**src/wda_cfg.svh**
```systemverilog
// Constants for the waveform display addressing block.
`ifndef WDA_CFG_SVH
`define WDA_CFG_SVH
`define WDA_REG_CTRL 8'h00
`define WDA_REG_MAG 8'h04
`define WDA_REG_STAT 8'h08
`define WDA_REG_START 8'h0C
`define WDA_CTRL_RUN 0
`define WDA_CTRL_XY 1
`define WDA_CTRL_ERT 2
`define WDA_CTRL_ROLL 3
`define WDA_CTRL_MAG 4
`define WDA_CTRL_VEXP 5
`define WDA_CTRL_VERTICAL_COMPRESS 6
`define WDA_CTRL_YW_LO 8
`define WDA_CTRL_XW_LO 12
`define WDA_CTRL_RST 32'h0000_0000
`define WDA_CTRL_MASK 32'h0000_777F
`define WDA_MAG_RST 10'h000
`define WDA_LAST_1024 10'h3FF
`define WDA_LAST_820 10'h333
`define WDA_LEFT_1024 10'h00C
`define WDA_LEFT_820 10'h00A
`define WDA_HORZ_MAX 16'sh03FF
`define WDA_MAG_FACTOR 16'sh000A
`define WDA_SCALE_100 2'h0
`define WDA_SCALE_80 2'h1
`define WDA_SCALE_XY 2'h2
`define WDA_FIFO_DEPTH 16
`endif

```
**src/wda_pkg.sv**
```systemverilog
// Types shared by the waveform display addressing block.
package wda_pkg;
  typedef enum logic [2:0] {
    WDA_WAIT_Y,
    WDA_DATA_Y,
    WDA_WAIT_X,
    WDA_DATA_X,
    WDA_PUSH
  } wda_fetch_t;

  typedef struct packed {
    logic blank;
    logic [9:0] horz;
    logic [7:0] vert;
  } wda_point_t;
endpackage

```
**src/wda_stream_if.sv**
```systemverilog
// Valid and ready stream carrier between the display block and its FIFO.
`timescale 1ns/1ns
`default_nettype none
interface wda_stream_if #(parameter int WIDTH = 19);
  logic valid;
  logic ready;
  logic [WIDTH-1:0] data;
  modport src (output valid, output data, input ready);
  modport snk (input valid, input data, output ready);
endinterface
`default_nettype wire

```
**src/wda_fifo.sv**
```systemverilog
// Point FIFO with registered read data and honest full and empty.
`timescale 1ns/1ns
`default_nettype none
module wda_fifo #(
  parameter int WIDTH = 19,
  parameter int DEPTH = 16
) (
  input wire logic i_clk,
  input wire logic i_sys_rst,
  wda_stream_if.snk s_in,
  wda_stream_if.src s_out
);
  localparam int AW = $clog2(DEPTH);
  logic [WIDTH-1:0] mem [DEPTH];
  logic [AW-1:0] wp_r;
  logic [AW-1:0] rp_r;
  logic [AW:0] cnt_r;
  logic [WIDTH-1:0] dout_r;
  logic dvalid_r;
  logic push;
  logic pop;

  // The output stage reloads only when it is empty or being taken, so a stalled drain fills the array.
  assign s_in.ready = (cnt_r != (AW+1)'(DEPTH));
  assign push = s_in.valid && s_in.ready;
  assign pop = (cnt_r != '0) && (!dvalid_r || s_out.ready);
  assign s_out.valid = dvalid_r;
  assign s_out.data = dout_r;

  always_ff @(posedge i_clk)
  begin
    if (push)
    begin
      mem[wp_r] <= s_in.data;
    end
  end

  always_ff @(posedge i_clk or posedge i_sys_rst)
  begin
    if (i_sys_rst)
    begin
      wp_r <= '0;
      rp_r <= '0;
      cnt_r <= '0;
    end
    else
    begin
      if (push)
      begin
        wp_r <= wp_r + 1'b1;
      end
      if (pop)
      begin
        rp_r <= rp_r + 1'b1;
      end
      cnt_r <= cnt_r + (AW+1)'(push) - (AW+1)'(pop);
    end
  end

  always_ff @(posedge i_clk or posedge i_sys_rst)
  begin
    if (i_sys_rst)
    begin
      dout_r <= '0;
      dvalid_r <= 1'b0;
    end
    else if (pop)
    begin
      dout_r <= mem[rp_r];
      dvalid_r <= 1'b1;
    end
    else if (s_out.ready)
    begin
      dvalid_r <= 1'b0;
    end
  end
endmodule
`default_nettype wire

```
**src/wda_display_top.sv**
```systemverilog
// Waveform display addressing: memory fetch, horizontal placement and DAC code output.
// What this block does
// - Vertical code is the 8-bit sample read from waveform memory per point.
// - Time displays take the horizontal code from a 10-bit point counter.
// - X-versus-Y displays take the horizontal code from the X waveform sample.
// - Digital ten-times horizontal magnification, time displays only, memory untouched.
// - 1024-point records put point 12 at left line, 100 points per division.
// - 820-point records put point 10 at left line, 80 points per division.
// - X-versus-Y maps code 3 left, 253 at division ten, 25 per division.
// - Without expand or compress, vertical 128 is centre, 25 codes per division.
// - Extended real-time records hold 80 per division and use 820-point placement.
// - Memory reads for display happen only in time-base display slots.
// - Roll mode, ignored in extended real-time, moves start address on each stored sample, wrapping at 1023.
//
// The plain strobed port and the register offsets were left to the implementer.
`include "wda_cfg.svh"
`timescale 1ns/1ns
`default_nettype none
module wda_display_top #(
  parameter int FIFO_DEPTH = `WDA_FIFO_DEPTH
) (
  input wire logic i_clk,
  input wire logic i_sys_rst,
  input wire logic [7:0] i_reg_addr,
  input wire logic [31:0] i_reg_wdata,
  input wire logic i_reg_wr,
  input wire logic i_reg_rd,
  output logic [31:0] o_reg_rdata,
  input wire logic i_disp_slot,
  input wire logic i_sample_stored,
  output logic o_mem_rd,
  output logic [9:0] o_mem_addr,
  output logic [2:0] o_mem_wave,
  input wire logic [7:0] i_mem_data,
  input wire logic i_dac_load,
  output logic [7:0] o_vert_code,
  output logic [9:0] o_horz_code,
  output logic [1:0] o_horz_scale,
  output logic o_blank,
  output logic o_point_strobe,
  output logic o_vertical_expand,
  output logic o_vertical_compress
);
  localparam int PW = $bits(wda_pkg::wda_point_t);

  logic [31:0] ctrl_r;
  logic [9:0] mag_off_r;
  logic [9:0] start_r;
  logic [9:0] pc_r;
  logic [7:0] vsamp_r;
  logic [7:0] xsamp_r;
  logic [2:0] slot_sync_r;
  logic [2:0] load_sync_r;
  logic slot_edge;
  logic load_edge;
  wda_pkg::wda_fetch_t state_r;
  wda_pkg::wda_point_t point;
  logic run;
  logic xy_mode;
  logic ert_mode;
  logic roll_mode;
  logic mag_on;
  logic [9:0] horz_base;
  logic signed [15:0] mag_val;

  wda_stream_if #(.WIDTH(PW)) in_s ();
  wda_stream_if #(.WIDTH(PW)) out_s ();

  // Last point index of the active record length.
  function automatic logic [9:0] rec_last(input logic ert);
    rec_last = ert ? `WDA_LAST_820 : `WDA_LAST_1024;
  endfunction

  assign run = ctrl_r[`WDA_CTRL_RUN];
  assign xy_mode = ctrl_r[`WDA_CTRL_XY];
  assign ert_mode = ctrl_r[`WDA_CTRL_ERT];
  assign roll_mode = ctrl_r[`WDA_CTRL_ROLL] && !ert_mode;
  assign mag_on = ctrl_r[`WDA_CTRL_MAG] && !xy_mode;

  // Slot and load come from off-block pins, so each is synchronised before any edge detection.
  always_ff @(posedge i_clk or posedge i_sys_rst)
  begin
    if (i_sys_rst)
    begin
      slot_sync_r <= 3'h0;
      load_sync_r <= 3'h0;
    end
    else
    begin
      slot_sync_r <= {slot_sync_r[1:0], i_disp_slot};
      load_sync_r <= {load_sync_r[1:0], i_dac_load};
    end
  end

  assign slot_edge = slot_sync_r[1] && !slot_sync_r[2];
  assign load_edge = load_sync_r[1] && !load_sync_r[2];

  always_ff @(posedge i_clk or posedge i_sys_rst)
  begin
    if (i_sys_rst)
    begin
      ctrl_r <= `WDA_CTRL_RST;
      mag_off_r <= `WDA_MAG_RST;
    end
    else if (i_reg_wr)
    begin
      if (i_reg_addr == `WDA_REG_CTRL)
      begin
        ctrl_r <= i_reg_wdata & `WDA_CTRL_MASK;
      end
      else if (i_reg_addr == `WDA_REG_MAG)
      begin
        mag_off_r <= i_reg_wdata[9:0];
      end
    end
  end

  always_ff @(posedge i_clk or posedge i_sys_rst)
  begin
    if (i_sys_rst)
    begin
      o_reg_rdata <= 32'h0000_0000;
    end
    else if (i_reg_rd)
    begin
      if (i_reg_addr == `WDA_REG_CTRL)
      begin
        o_reg_rdata <= ctrl_r;
      end
      else if (i_reg_addr == `WDA_REG_MAG)
      begin
        o_reg_rdata <= {22'h00_0000, mag_off_r};
      end
      else if (i_reg_addr == `WDA_REG_STAT)
      begin
        o_reg_rdata <= {6'h00, rec_last(ert_mode), 6'h00, pc_r};
      end
      else if (i_reg_addr == `WDA_REG_START)
      begin
        o_reg_rdata <= {22'h00_0000, start_r};
      end
      else
      begin
        o_reg_rdata <= 32'h0000_0000;
      end
    end
    else
    begin
      o_reg_rdata <= 32'h0000_0000;
    end
  end

  // Roll start pointer; the 10-bit add wraps from 1023 to 0 by itself.
  always_ff @(posedge i_clk or posedge i_sys_rst)
  begin
    if (i_sys_rst)
    begin
      start_r <= 10'h000;
    end
    else if (!roll_mode)
    begin
      start_r <= 10'h000;
    end
    else if (i_sample_stored)
    begin
      start_r <= start_r + 10'h001;
    end
  end

  // Fetch sequence: reads are issued only on a display slot edge.
  always_ff @(posedge i_clk or posedge i_sys_rst)
  begin
    if (i_sys_rst)
    begin
      state_r <= wda_pkg::WDA_WAIT_Y;
      o_mem_rd <= 1'b0;
      o_mem_addr <= 10'h000;
      o_mem_wave <= 3'h0;
      vsamp_r <= 8'h00;
      xsamp_r <= 8'h00;
    end
    else
    begin
      o_mem_rd <= 1'b0;
      if (!run)
      begin
        state_r <= wda_pkg::WDA_WAIT_Y;
      end
      else
      begin
        case (state_r)
          wda_pkg::WDA_WAIT_Y:
          begin
            if (slot_edge)
            begin
              o_mem_rd <= 1'b1;
              o_mem_addr <= start_r + pc_r;
              o_mem_wave <= ctrl_r[`WDA_CTRL_YW_LO +: 3];
              state_r <= wda_pkg::WDA_DATA_Y;
            end
          end
          wda_pkg::WDA_DATA_Y:
          begin
            vsamp_r <= i_mem_data;
            state_r <= xy_mode ? wda_pkg::WDA_WAIT_X : wda_pkg::WDA_PUSH;
          end
          wda_pkg::WDA_WAIT_X:
          begin
            if (slot_edge)
            begin
              o_mem_rd <= 1'b1;
              o_mem_wave <= ctrl_r[`WDA_CTRL_XW_LO +: 3];
              state_r <= wda_pkg::WDA_DATA_X;
            end
          end
          wda_pkg::WDA_DATA_X:
          begin
            xsamp_r <= i_mem_data;
            state_r <= wda_pkg::WDA_PUSH;
          end
          wda_pkg::WDA_PUSH:
          begin
            if (in_s.ready)
            begin
              state_r <= wda_pkg::WDA_WAIT_Y;
            end
          end
          default:
          begin
            state_r <= wda_pkg::WDA_WAIT_Y;
          end
        endcase
      end
    end
  end

  // Point counter advances once a point has entered the FIFO.
  always_ff @(posedge i_clk or posedge i_sys_rst)
  begin
    if (i_sys_rst)
    begin
      pc_r <= 10'h000;
    end
    else if (!run)
    begin
      pc_r <= 10'h000;
    end
    else if (state_r == wda_pkg::WDA_PUSH && in_s.ready)
    begin
      if (pc_r >= rec_last(ert_mode))
      begin
        pc_r <= 10'h000;
      end
      else
      begin
        pc_r <= pc_r + 10'h001;
      end
    end
  end

  // The 820-point record is shifted so point 10 lands on the same code as point 12 does.
  always_comb
  begin
    if (xy_mode)
    begin
      horz_base = {2'b00, xsamp_r};
    end
    else if (ert_mode)
    begin
      horz_base = pc_r + (`WDA_LEFT_1024 - `WDA_LEFT_820);
    end
    else
    begin
      horz_base = pc_r;
    end
  end

  // Magnification works on the code only, so stored records are never rewritten.
  always_comb
  begin
    mag_val = (signed'({6'h00, horz_base}) - signed'({6'h00, mag_off_r})) * `WDA_MAG_FACTOR
      + signed'({6'h00, mag_off_r});
    point.vert = vsamp_r;
    if (mag_on)
    begin
      point.blank = (mag_val < 16'sh0000) || (mag_val > `WDA_HORZ_MAX);
      point.horz = mag_val[9:0];
    end
    else
    begin
      point.blank = 1'b0;
      point.horz = horz_base;
    end
  end

  assign in_s.valid = run && (state_r == wda_pkg::WDA_PUSH);
  assign in_s.data = point;
  assign out_s.ready = load_edge;

  wda_fifo #(.WIDTH(PW), .DEPTH(FIFO_DEPTH)) u_fifo (
    .i_clk(i_clk),
    .i_sys_rst(i_sys_rst),
    .s_in(in_s),
    .s_out(out_s)
  );

  // DAC codes change only on a load edge; a dry FIFO leaves them and raises no strobe.
  always_ff @(posedge i_clk or posedge i_sys_rst)
  begin
    if (i_sys_rst)
    begin
      o_vert_code <= 8'h00;
      o_horz_code <= 10'h000;
      o_blank <= 1'b1;
      o_point_strobe <= 1'b0;
    end
    else
    begin
      o_point_strobe <= load_edge && out_s.valid;
      if (load_edge && out_s.valid)
      begin
        o_vert_code <= out_s.data[7:0];
        o_horz_code <= out_s.data[17:8];
        o_blank <= out_s.data[18];
      end
    end
  end

  always_ff @(posedge i_clk or posedge i_sys_rst)
  begin
    if (i_sys_rst)
    begin
      o_horz_scale <= `WDA_SCALE_100;
      o_vertical_expand <= 1'b0;
      o_vertical_compress <= 1'b0;
    end
    else
    begin
      o_vertical_expand <= ctrl_r[`WDA_CTRL_VEXP];
      o_vertical_compress <= ctrl_r[`WDA_CTRL_VERTICAL_COMPRESS];
      if (xy_mode)
      begin
        o_horz_scale <= `WDA_SCALE_XY;
      end
      else if (ert_mode)
      begin
        o_horz_scale <= `WDA_SCALE_80;
      end
      else
      begin
        o_horz_scale <= `WDA_SCALE_100;
      end
    end
  end
endmodule
`default_nettype wire

```
**config.mk**
```make
export PLATFORM = sky130hd
export DESIGN_NAME = wda_display_top
export DESIGN_NICKNAME = d
export VERILOG_FILES = /design/src/wda_pkg.sv /design/src/wda_stream_if.sv /design/src/wda_fifo.sv /design/src/wda_display_top.sv
export VERILOG_INCLUDE_DIRS = /design/src /design/src/src
export SDC_FILE = /design/constraint.sdc
export NUM_CORES = 1
export LEC_CHECK = 0
export ABC_AREA = 1
export BUFFER_PORTS_ARGS = -buffer_cell sky130_fd_sc_hd__clkbuf_2
export CAP_MARGIN = 20
export CORE_UTILIZATION = 60
export DETAILED_ROUTE_END_ITERATION = 10
export PLACE_DENSITY = 0.79
export SLEW_MARGIN = 20
export SYNTH_ARGS = -nofsm -noshare
export SYNTH_HDL_FRONTEND = slang
export SYNTH_SLANG_ARGS = --single-unit
```
**constraint.sdc**
```tcl
create_clock -name i_clk -period 8.8 [get_ports i_clk]
set_clock_uncertainty 0.15 [all_clocks]
set_input_delay 0.88 -clock i_clk [delete_from_list [all_inputs] [get_ports i_clk]]
set_output_delay 0.88 -clock i_clk [all_outputs]
set_load 0.01 [all_outputs]
```
* Word level (Yosys, flattened, before mapping)
Memories as Yosys holds them, arrays and structs flattened. A register that Yosys moved wholly into a read port is not among the register bits.
Index checks and enable logic that the tools add are counted.
** Cells by class
- Add/sub/neg operators :: 10
- Multipliers :: 1
- Magnitude comparators :: 3
- Equality and inequality tests :: 15
- Multiplexer cells :: 32
- Bitwise gates (word level) :: 1
- Reduce and logical (&&, ||, !) cells :: 29
** Operators with widths (count)
- two-way mux 10 bit :: 8
- two-way mux 26 bit :: 3
- two-way mux 32 bit :: 1
- two-way mux 3 bit :: 7
- adder 10 x 1 -> 10 bit, second input constant :: 2
- adder 16 x 11 -> 16 bit :: 1
- == test 8 x 4 -> 1 bit, second input constant :: 2
- > comparator 16 x 11 -> 1 bit, second input constant :: 1
- less-than comparator 16 x 1 -> 1 bit, second input constant :: 1
- multiplier 11 x 4 -> 15 bit, second input constant :: 1
- case mux 3 bit (5 select lines) :: 1
- two-way mux 11 bit :: 1
- subtractor 10 x 10 -> 11 bit :: 1
- adder 10 bit :: 1
- adder 10 x 2 -> 10 bit, second input constant :: 1
- >= comparator 10 bit :: 1
- logical AND 1 bit :: 9
- inequality test 3 bit, second input constant :: 3
- AND reduction 3 bit :: 3
- adder 4 x 1 -> 4 bit, second input constant :: 2
- == test 8 x 3 -> 1 bit, second input constant :: 1
- zero test 8 bit :: 1
- two-way mux 1 bit :: 8
- two-way mux 8 bit :: 1
- other kinds (19) :: 30
** Word-level totals
- Register bits :: 152
- Bits in writable memories :: 304
- Bits of input ports :: 55
- Output and inout bits :: 70
- Logic and storage cells :: 116
- Memories :: 1
** Memories
- u_fifo.mem :: depth 16, bits a word 19, read ports 1, clocked after Yosys merged registers in 1, write ports 1, line wda_fifo.sv:14 : logic [WIDTH-1:0] mem [DEPTH];

* Longest topological paths before layout
Gate-level depths: netlist of the first run.
- Depth in word-level cells :: 9
- Depth in mapped cells :: 33
- Gate-level depth less buffers :: 32

* Cells and area by module
Synthesis of the first run repeated with hierarchy kept, for this count alone.
** Second synthesis, totals
- Cell total of the unflattened synthesis :: 2379
- Area total of the unflattened synthesis :: 22108.7 um^2
** By module, submodules not included
- wda_fifo :: instances 1, cells each 1408, area an instance 14549.0 um^2, sequential area each 9954.5 um^2
- wda_display_top :: instances 1, cells each 971, area an instance 7559.8 um^2, sequential area each 3054.2 um^2

* Worst setup path after synthesis of the first run
Ideal clock, no wire load.
- Path type :: register to register
- From :: register pc_r[2]
- To :: memory u_fifo.mem[0][14] (data pin)
- Setup time :: 330 ps
- Arrival time :: 4409 ps
- Required time :: 8320 ps
- Path slack :: 3911 ps
- Stages on the path, launching flop included :: 20
- Path buffers :: 0
- Period minus slack after synthesis :: 4889 ps
- Path through :: dfrtp_1 > ha_1 > o21ai_0 > a21oi_1 > ha_1 > inv_1 > o31ai_1 > xnor2_1 > inv_1 > ha_1 > ha_1 > inv_1 > fa_1 > inv_1 > ha_1 > a21oi_1 > nand2_1 > a21oi_1 > xor2_1 > o21ai_0
** On the way
- Longest elaborated chain between the ends :: 7
** Ends and longest elaborated chain
- start, declared :: line wda_display_top.sv:49 : logic [9:0] pc_r;
- start signal, assigned :: line wda_display_top.sv:256 : pc_r <= pc_r + 10'h001;
- adder 10 x 2 -> 10 bit :: line wda_display_top.sv:270 : horz_base = pc_r + (`WDA_LEFT_1024 - `WDA_LEFT_820);
- two-way mux 10 bit (*) :: line wda_display_top.sv:268 : else if (ert_mode)
- two-way mux 10 bit (*) :: line wda_display_top.sv:264 : if (xy_mode)
- subtractor 10 x 10 -> 11 bit :: line wda_display_top.sv:281 : mag_val = (signed'({6'h00, horz_base}) - signed'({6'h00, mag_off_r})) * `WDA_MAG_FACTOR
- multiplier 11 x 4 -> 15 bit (no line)
- adder 16 x 11 -> 16 bit :: line wda_display_top.sv:281
- two-way mux 11 bit (*) :: line wda_display_top.sv:284 : if (mag_on)
- net in_s.data[14] :: line wda_stream_if.sv:7 : logic [WIDTH-1:0] data;
- end, declared :: line wda_fifo.sv:14
Mark *: on every way through the listed nets, which the timed path passes. The rest lies on a longest branch.

* Final worst setup path of the first run
- From :: register ctrl_r[1]
- To :: memory u_fifo.mem[15][18] (data pin)
** On the way
- Longest elaborated chain between the ends :: 7
- Elaborated cells between the ends (all ways) :: 10
- Those cells by class :: add/sub: 2; mul: 1; order compare: 2; mux: 2; reduce/logical: 3
** Ends and longest elaborated chain
- start, declared :: line wda_display_top.sv:46 : logic [31:0] ctrl_r;
- start signal, assigned :: line wda_display_top.sv:102 : ctrl_r <= `WDA_CTRL_RST;
- start signal, assigned :: line wda_display_top.sv:109 : ctrl_r <= i_reg_wdata & `WDA_CTRL_MASK;
- two-way mux 10 bit :: line wda_display_top.sv:264
- subtractor 10 x 10 -> 11 bit :: line wda_display_top.sv:281
- multiplier 11 x 4 -> 15 bit (no line)
- adder 16 x 11 -> 16 bit :: line wda_display_top.sv:281
- less-than comparator 16 x 1 -> 1 bit / > comparator 16 x 11 -> 1 bit (equally long branches)
- logical OR 1 bit :: line wda_display_top.sv:286 : point.blank = (mag_val < 16'sh0000) || (mag_val > `WDA_HORZ_MAX);
- two-way mux 11 bit (*) :: line wda_display_top.sv:284
- net in_s.data[18] :: line wda_stream_if.sv:7
Marked as above.

==> metrics.md, run 1 <==
| Metric | Value |
|---|---|
| Outcome | `finished, final reports clean` |
| Largest net degree at the start of global routing | `109` |
| Die area | `35400 µm²` |
| WP data arrival | `6.24 ns` |
| Ant diodes | `0` |
| # nets final | `between 2000 and 2500` |
| Fillers | `~2400` |
| Design area | `23100 µm²` |
| Post-synth EDFFs | `just over 300` |
| Pwr Total | `roughly 6500 µW` |
| Routed vias | `15100` |
| # setup viols final | `0` |
| Worst Path Max Fanout | `16` |
| CP most frequent cell | `nand2_1` |
| Global-route wire length before repair | `77.4 mm` |
| Clock Sinks | `459` |
| Synth async-reset ratio | `0.338` |
| Post-DP HPWL | `about 30 mm` |
| Most area-consuming cells after synthesis | `edfxtp_1 (44%), dfrtp_1 (19%), o21ai_0 (5.4%), nand2_1 (5.4%), nor2_1 (4.5%)` |
| Row count | `67` |
| Netlist cell types | `51` |
| Crit-path leading delay family | `adder cells` |
| GRT Overall Usage | `0.283` |
| Gr ovfl total | `0` |
| Hold Slack | `about 0.2 ns` |
| Largest area contributor in the netlist | `edfxtp_1` |
| Detailed Route Iter0 Violations | `1337` |
| Tcrit/Tclk final | `0.686` |
| # IOs | `125` |
| Die X | `188 µm` |
| Minimum clock period | `a little over 6 ns` |
| Yosys top cell area share | `0.439` |
| Post-Route WL | `around 50 mm` |
| Clk slew on worst S/H paths | `0.06 ns` |
| Total CTS buffers | `45` |
| CTS tree | `built` |
| Hold WC Path Type | `flop to flop` |
| Area Overhead vs Synth | `11.3%` |
| Layout Cells excl Fill | `~2500` |
| Slew @ Worst Pin | `1.10 ns` |
| Core area | `around 34000 µm²` |
| DR DRC count | `0` |
| Sequential fraction of the synthesis area | `0.626` |
| WL/cell | `19.9 µm` |
| Syn avg cell area | `approximately 11 µm²` |
| Die H | `188 µm` |
| Post-DP Area | `21600 µm²` |
| Root buffer cell | `clkbuf_16` |
| Critical Path End Type | `flop` |
| Post-Syn Instances | `1947` |
| Worst vdd ir | `between 400 and 500 µV` |
| Port bufs | `98` |
| Vias in the first global route | `between 10000 and 15000` |
| Post-CTS setup buffers | `0` |
| Via density per instance | `6.01` |
| Post-synth top cells | `edfxtp_1 (304), nand2_1 (299), nor2_1 (249)` |
| Yosys reg bits | `459` |
| First-pass detailed-route iteration total | `6` |
| Initial antenna violation count | `0` |
| WP data required | `9.00 ns` |
| Initial Util | `0.615` |
| Synth warn | `0` |
| Post_cts resized | `0` |
| Dpl cells | `2427` |
| Synthesized area | `between 20000 and 25000 µm²` |
| Routed Antenna Nets | `0` |
| RePlAce Congestion | `0.893` |
| Synth Flop Type | `edfxtp_1` |
| Total negative slack | `0 ns` |
| PD cells | `280 nW/µm²` |
| RSZ-0062 raised after global routing | `no` |
| Fmax | `0.166 GHz` |
| Most frequent cell after synthesis | `edfxtp_1` |
| Worst-skew pair later-pin latency | `0.57 ns` |
| LEAKAGE | `0.00964 µW` |
| Htree depth | `2` |
| Critical path startpoint category | `flop` |
| CP max stage cell | `dfrtp_1` |
| Fin. Hold Viols | `0` |
| Fraction of layout cells with a size suffix above 1 | `0.122` |
| Max-slew headroom | `0.266` |
| CP bufs+invs | `3` |
| Max stage delay on crit path | `0.72 ns` |
| Hold_buf cts | `0` |
| Maxcap violations | `0` |
| Clock buffer depth | `3` |
| CP Class | `flop to flop` |
| Final Slew Violations | `0` |
[kinds of logic (layout without fill, tap and decap cells)]
logic type | after synthesis | after routing | share of synthesized area
xor gates and xnor gates | 37 | 37 | 0.0156
buffers and inverters | 264 | 373 | 0.0535
and+or+nand+nor | 653 | 653 | 0.130
adders and majority gates | 70 | 70 | 0.0440
AOI/OAI and AO/OA | 463 | 463 | 0.131
other | 1 | 8 | 0.000180
DFF | 459 | 459 | 0.626
[worst reg2reg max path: cells and delay by family, from the launching register on]
kind | cells | cell delay, ns
buffers and inverters | 3 | 0.77
adder cells (fa/ha/maj) | 5 | 1.74
AND/OR/NAND/NOR | 14 | 1.51
XOR/XNOR | 2 | 0.35
AO/OA/AOI/OAI | 3 | 0.61
flip-flops | 1 | 0.72
[path summary, 6_finish.rpt]
kind,from,endpoint,slack [ns],cells after the start
worst max-delay path,ctrl_r[1],u_fifo.mem[15][18],2.76,27
worst min-delay path,load_sync_r[0],load_sync_r[1],0.20,0
worst max register to register,ctrl_r[1],u_fifo.mem[15][18],2.76,27
worst min register to register,load_sync_r[0],load_sync_r[1],0.20,0
max in group asynchronous,i_sys_rst,mag_off_r[1],6.74,3
min in group asynchronous,i_sys_rst,load_sync_r[2],0.33,2
[stage by stage]
step / utilization / setup slack (ns)
after detailed placement: 0.641 / 2.91
after global routing: 0.685 / 2.30
final: 0.685 / 2.76
after global placement: 0.641 / 3.04
after CTS: 0.685 / 2.87
after floorplan: - / 3.59
[sequential cells by signal (all words and copies together), names as in the netlist, 13 cells and up]
register	count
u_fifo.mem	304
u_fifo.s_out.data	19
o_reg_rdata	16
ctrl_r	13
[power breakdown]
group	internal, µW	switching, µW	total [µW]
Clock	1070	821	1890
Combinational	670	1300	1970
Sequential	2440	161	2600
Total	4180	2280	6460
[layout make-up]
class | count | area [µm²] | area share
clock buffer | 59 | 1240 | 0.0536
clock inverter | 25 | 243 | 0.0105
inverter | 164 | 623 | 0.0269
multi-input combinational | 1231 | 6750 | 0.292
sequential | 459 | 13000 | 0.563
tap | 448 | 561 | 0.0242
timing repair buffer | 125 | 693 | 0.0300
[cell usage in the layout (no fill, tap or decap), types with 3 or more instances in the layout]
cell | netlist | final
nand2_1 | 299 | 299
nand3_2 | 4 | 4
a211oi_1 | 5 | 5
o31ai_1 | 3 | 3
dfrtp_1 | 154 | 151
nand2_2 | 8 | 8
o21ai_1 | 25 | 25
clkinv_1 | 1 | 9
inv_1 | 157 | 156
nor3_1 | 10 | 8
clkbuf_1 | 51 | 8
clkbuf_2 | 1 | 98
nor3_2 | 5 | 7
a21oi_1 | 53 | 53
inv_2 | 5 | 5
a221oi_1 | 3 | 3
a21o_1 | 3 | 3
clkbuf_16 | 0 | 45
fa_1 | 5 | 5
xor2_1 | 26 | 26
clkbuf_8 | 0 | 6
clkinv_2 | 0 | 9
buf_4 | 21 | 27
conb_1 | 1 | 8
xnor2_1 | 11 | 11
nor2_2 | 4 | 14
a31oi_1 | 30 | 30
nand4_1 | 11 | 11
edfxtp_1 | 304 | 304
nand3_1 | 53 | 53
o211ai_1 | 25 | 25
o221ai_1 | 55 | 55
nor2_1 | 249 | 235
o21ai_0 | 226 | 226
o22ai_1 | 28 | 28
ha_1 | 65 | 65
nor2_4 | 1 | 5
[routing by layer]
| metal | vias up | wire [µm] | share of wire | track usage |
|---|---|---|---|---|
| met5 | - | 0 | 0 | 0 |
| met4 | 0 | 1680 | 0.034 | 0.109 |
| met3 | 124 | 3890 | 0.078 | 0.0393 |
| met2 | 728 | 24600 | 0.49 | 0.481 |
| met1 | 7295 | 19800 | 0.40 | 0.371 |
| li1 | 6945 | - | - | - |
No activity file was read; power rests on OpenSTA's default activity.
==> run 2: changes to the inputs <==
Settings changed: ABC_AREA 1 to 0, CORE_UTILIZATION 60 to 55, PLACE_DENSITY 0.79 to 0.76.
Clock period 8.8 ns to 5 ns, I/O delays scaled along.
==> metrics.md, run 2 <==
| Metric | Value |
|---|---|
| Outcome | `complete, but fails checks` |
| Failing checks | `negative setup slack` |
| CP Class | `flop to flop` |
| RR Endpoint | `u_fifo.mem[3][18]` |
| Top reg by flops | `u_fifo.mem` |
| Minimum clock period | `roughly 5.3 ns` |
| Die area | `37500 µm²` |
| Synth async-reset ratio | `0.338` |
| Max-slew headroom | `0.232` |
| Core area | `35800 µm²` |
| Fin. Hold Viols | `0` |
| Post-Syn Instances | `1312` |
| Most frequent cells in the layout | `edfxtp_1 (304), dfrtp_1 (149), nand2_1 (119), buf_4 (119), clkbuf_2 (98)` |
| R2R Setup Slk | `-0.31 ns` |
| Clock Sinks | `approximately 460` |
| Tcrit/Tclk final | `1.06` |
| Detailed Route Iter0 Violations | `864` |
| Most common cell after layout, fill and taps aside | `edfxtp_1` |
| Slew @ Worst Pin | `1.14 ns` |
| Post-DP Area | `21900 µm²` |
| Final worst slack | `-0.315 ns` |
| Total CTS buffers | `45` |
| Maxcap violations | `0` |
| Routed vias | `12100` |
| RSZ-0062 raised after global routing | `yes` |
| Initial Util | `0.564` |
| WP depth | `24` |
| Pre-CTS setup slack | `-0.344 ns` |
| PD cells | `428 nW/µm²` |
| Largest net degree at the start of global routing | `86` |
| WL/cell | `~23 µm` |
| Worst path cell trace | `buf_4, ha_4, mux2i_2, o21ai_2, ha_4, nor2b_4, o31a_1, o21a_1, nor2_2, xnor2_1, ha_1, ha_4, o211ai_1, o21ai_2, xor2_1, ha_2, o211ai_1, o31ai_2, nor3b_4, mux2i_1, o21ai_1, o211ai_1, buf_4, buf_8` |
| Routed Antenna Nets | `0` |
| Hold WC Path Type | `input pin to flop` |
| # IOs | `125` |
| DR DRC count | `0` |
| LEAKAGE | `around 0.0091 µW` |
| Sequential fraction of the synthesis area | `0.644` |
| Dpl cells | `1924` |
| CTS tree | `built` |
| Root buffer cell | `clkbuf_16` |
| Post-DP HPWL | `approximately 28 mm` |
| WP data arrival | `5.59 ns` |
| WP data required | `between 5 and 6 ns` |
| R2r startpoint | `pc_r[1]` |
| Ant diodes | `0` |
| Area Overhead vs Synth | `17.9%` |
| Yosys reg bits | `459` |
| Fmax | `0.188 GHz` |
| GRT Overall Usage | `0.252` |
| Synthesized area | `just over 20000 µm²` |
| Synth warn | `0` |
| End of the worst hold path | `ctrl_r[13]` |
| Worst Path Max Fanout | `8` |
| Design area | `~24000 µm²` |
| Post-synth top cells | `edfxtp_1 (304), dfrtp_1 (154), nand2_1 (119)` |
| Post-Route WL | `46.7 mm` |
| Critical path startpoint category | `flop` |
| Synth Flop Type | `edfxtp_1` |
| Die X | `about 190 µm` |
| Fillers | `about 2500` |
| Clock buffer depth | `3` |
| CP max stage cell | `dfrtp_2` |
| Max reg flops | `304` |
| Final Slew Violations | `0` |
| Via density per instance | `5.92` |
| Largest area contributor in the netlist | `edfxtp_1` |
| Clk slew on worst S/H paths | `~0.06 ns` |
| CP bufs+invs | `3` |
| RePlAce Congestion | `a little over 0.8` |
| Vias in the first global route | `12500` |
| Worst vdd ir | `262 µV` |
| Max stage delay on crit path | `0.44 ns` |
| Layout Cells excl Fill | `2037` |
| Worst Setup SP | `pc_r[1]` |
| Initial antenna violation count | `1` |
| Crit-path leading delay family | `compound AO/OA/AOI/OAI gates` |
| Total negative slack | `-5.03 ns` |
| Htree depth | `2` |
| Gr ovfl total | `0` |
| Hold depth | `2` |
| Die H | `194 µm` |
| Most frequent cell after synthesis | `edfxtp_1` |
| Row count | `69` |
| Post-synth EDFFs | `304` |
| Fraction of layout cells with a size suffix above 1 | `0.321` |
| First-pass detailed-route iteration total | `5` |
| # setup viols final | `32` |
| Port bufs | `98` |
| # nets final | `approximately 1700` |
| Global-route wire length before repair | `around 71 mm` |
| R2r worst-path depth | `24` |
| Worst-skew pair later-pin latency | `approximately 0.57 ns` |
| Yosys top cell area share | `0.452` |
| Syn avg cell area | `15.4 µm²` |
| Worst Hold Launch | `i_reg_wdata[13]` |
| Netlist cell types | `67` |
| Critical Path End Type | `flop` |
| Most area-consuming cells after synthesis | `edfxtp_1 (45%), dfrtp_1 (19%), mux4_2 (11%), ha_1 (4.0%), mux2_2 (2.8%)` |
-- run 2: per-layer routing --
metal  vias to the layer above  global-route usage  wire length (µm)
li1                       5374                   -                 -
met1                      6063               0.312             17400
met2                       521               0.452             24500
met3                        98              0.0391              3290
met4                         2              0.0877              1430
met5                         -                   0                13
-- run 2: worst max path at each step --
| stage | endpoint | slack [ns] |
|---|---|---|
| after floorplan | u_fifo.mem[0][18] | -0.29 |
| after global placement | u_fifo.mem[6][18] | -0.21 |
| after detailed placement | u_fifo.mem[5][18] | -0.34 |
| after CTS | u_fifo.mem[6][18] | -0.25 |
| after global routing | u_fifo.mem[10][18] | -0.60 |
| final | u_fifo.mem[3][18] | -0.31 |
-- run 2: metrics by stage --
step / power (µW) / hold WS [ns] / util
finish: 10200 / 0.0283 / 0.665
global route: 10600 / 0.0316 / 0.665
CTS: 10200 / 0.0144 / 0.659
detailed placement: 6800 / 0.193 / 0.611
global placement: 6740 / 0.188 / 0.611
floorplan: 6190 / 0.181 / -
-- run 2: layout make-up --
type                            instances  area [µm²]  area share
Sequential cell                       459       13000       0.546
Multi-Input combinational cell        746        6960       0.292
Timing Repair Buffer                  241        1650      0.0693
Clock buffer                           56        1210      0.0507
Tap cell                              461         577      0.0242
Clock inverter                         27         234     0.00982
Inverter                               47         181     0.00761
-- run 2: what timing repair did --
| action | 4_1_cts | 5_1_grt |
|---|---|---|
| resized for setup | 28 | 40 |
| setup endpoints to repair | 48 | 80 |
| setup buffers | 6 | 8 |
| gates cloned | 1 | 2 |
| hold buffers | 13 | 0 |
| pin swaps | 19 | 29 |
| hold endpoints to repair | 34 | 0 |
-- run 2: report_power, final --
group / leakage, µW / internal [µW] / total [µW] / switching, µW
Sequential: 0.00445 / 4270 / 4550 / 284
Combinational: 0.00391 / 1260 / 2320 / 1060
Clock: 0.000721 / 1880 / 3320 / 1440
Total: 0.00908 / 7410 / 10200 / 2780
-- run 2: logic make-up (layout without fill, tap and decap cells) --
family          Yosys count  in the layout  share of synthesized area
compound gates          154            154                     0.0468
xor+xnor                 49             49                     0.0216
fa+ha+maj                70             70                     0.0452
buf+inv                 114            371                     0.0268
flops                   459            459                      0.644
mux                     165            165                      0.144
other cells               1              8                   0.000186
simple gates            300            300                     0.0717
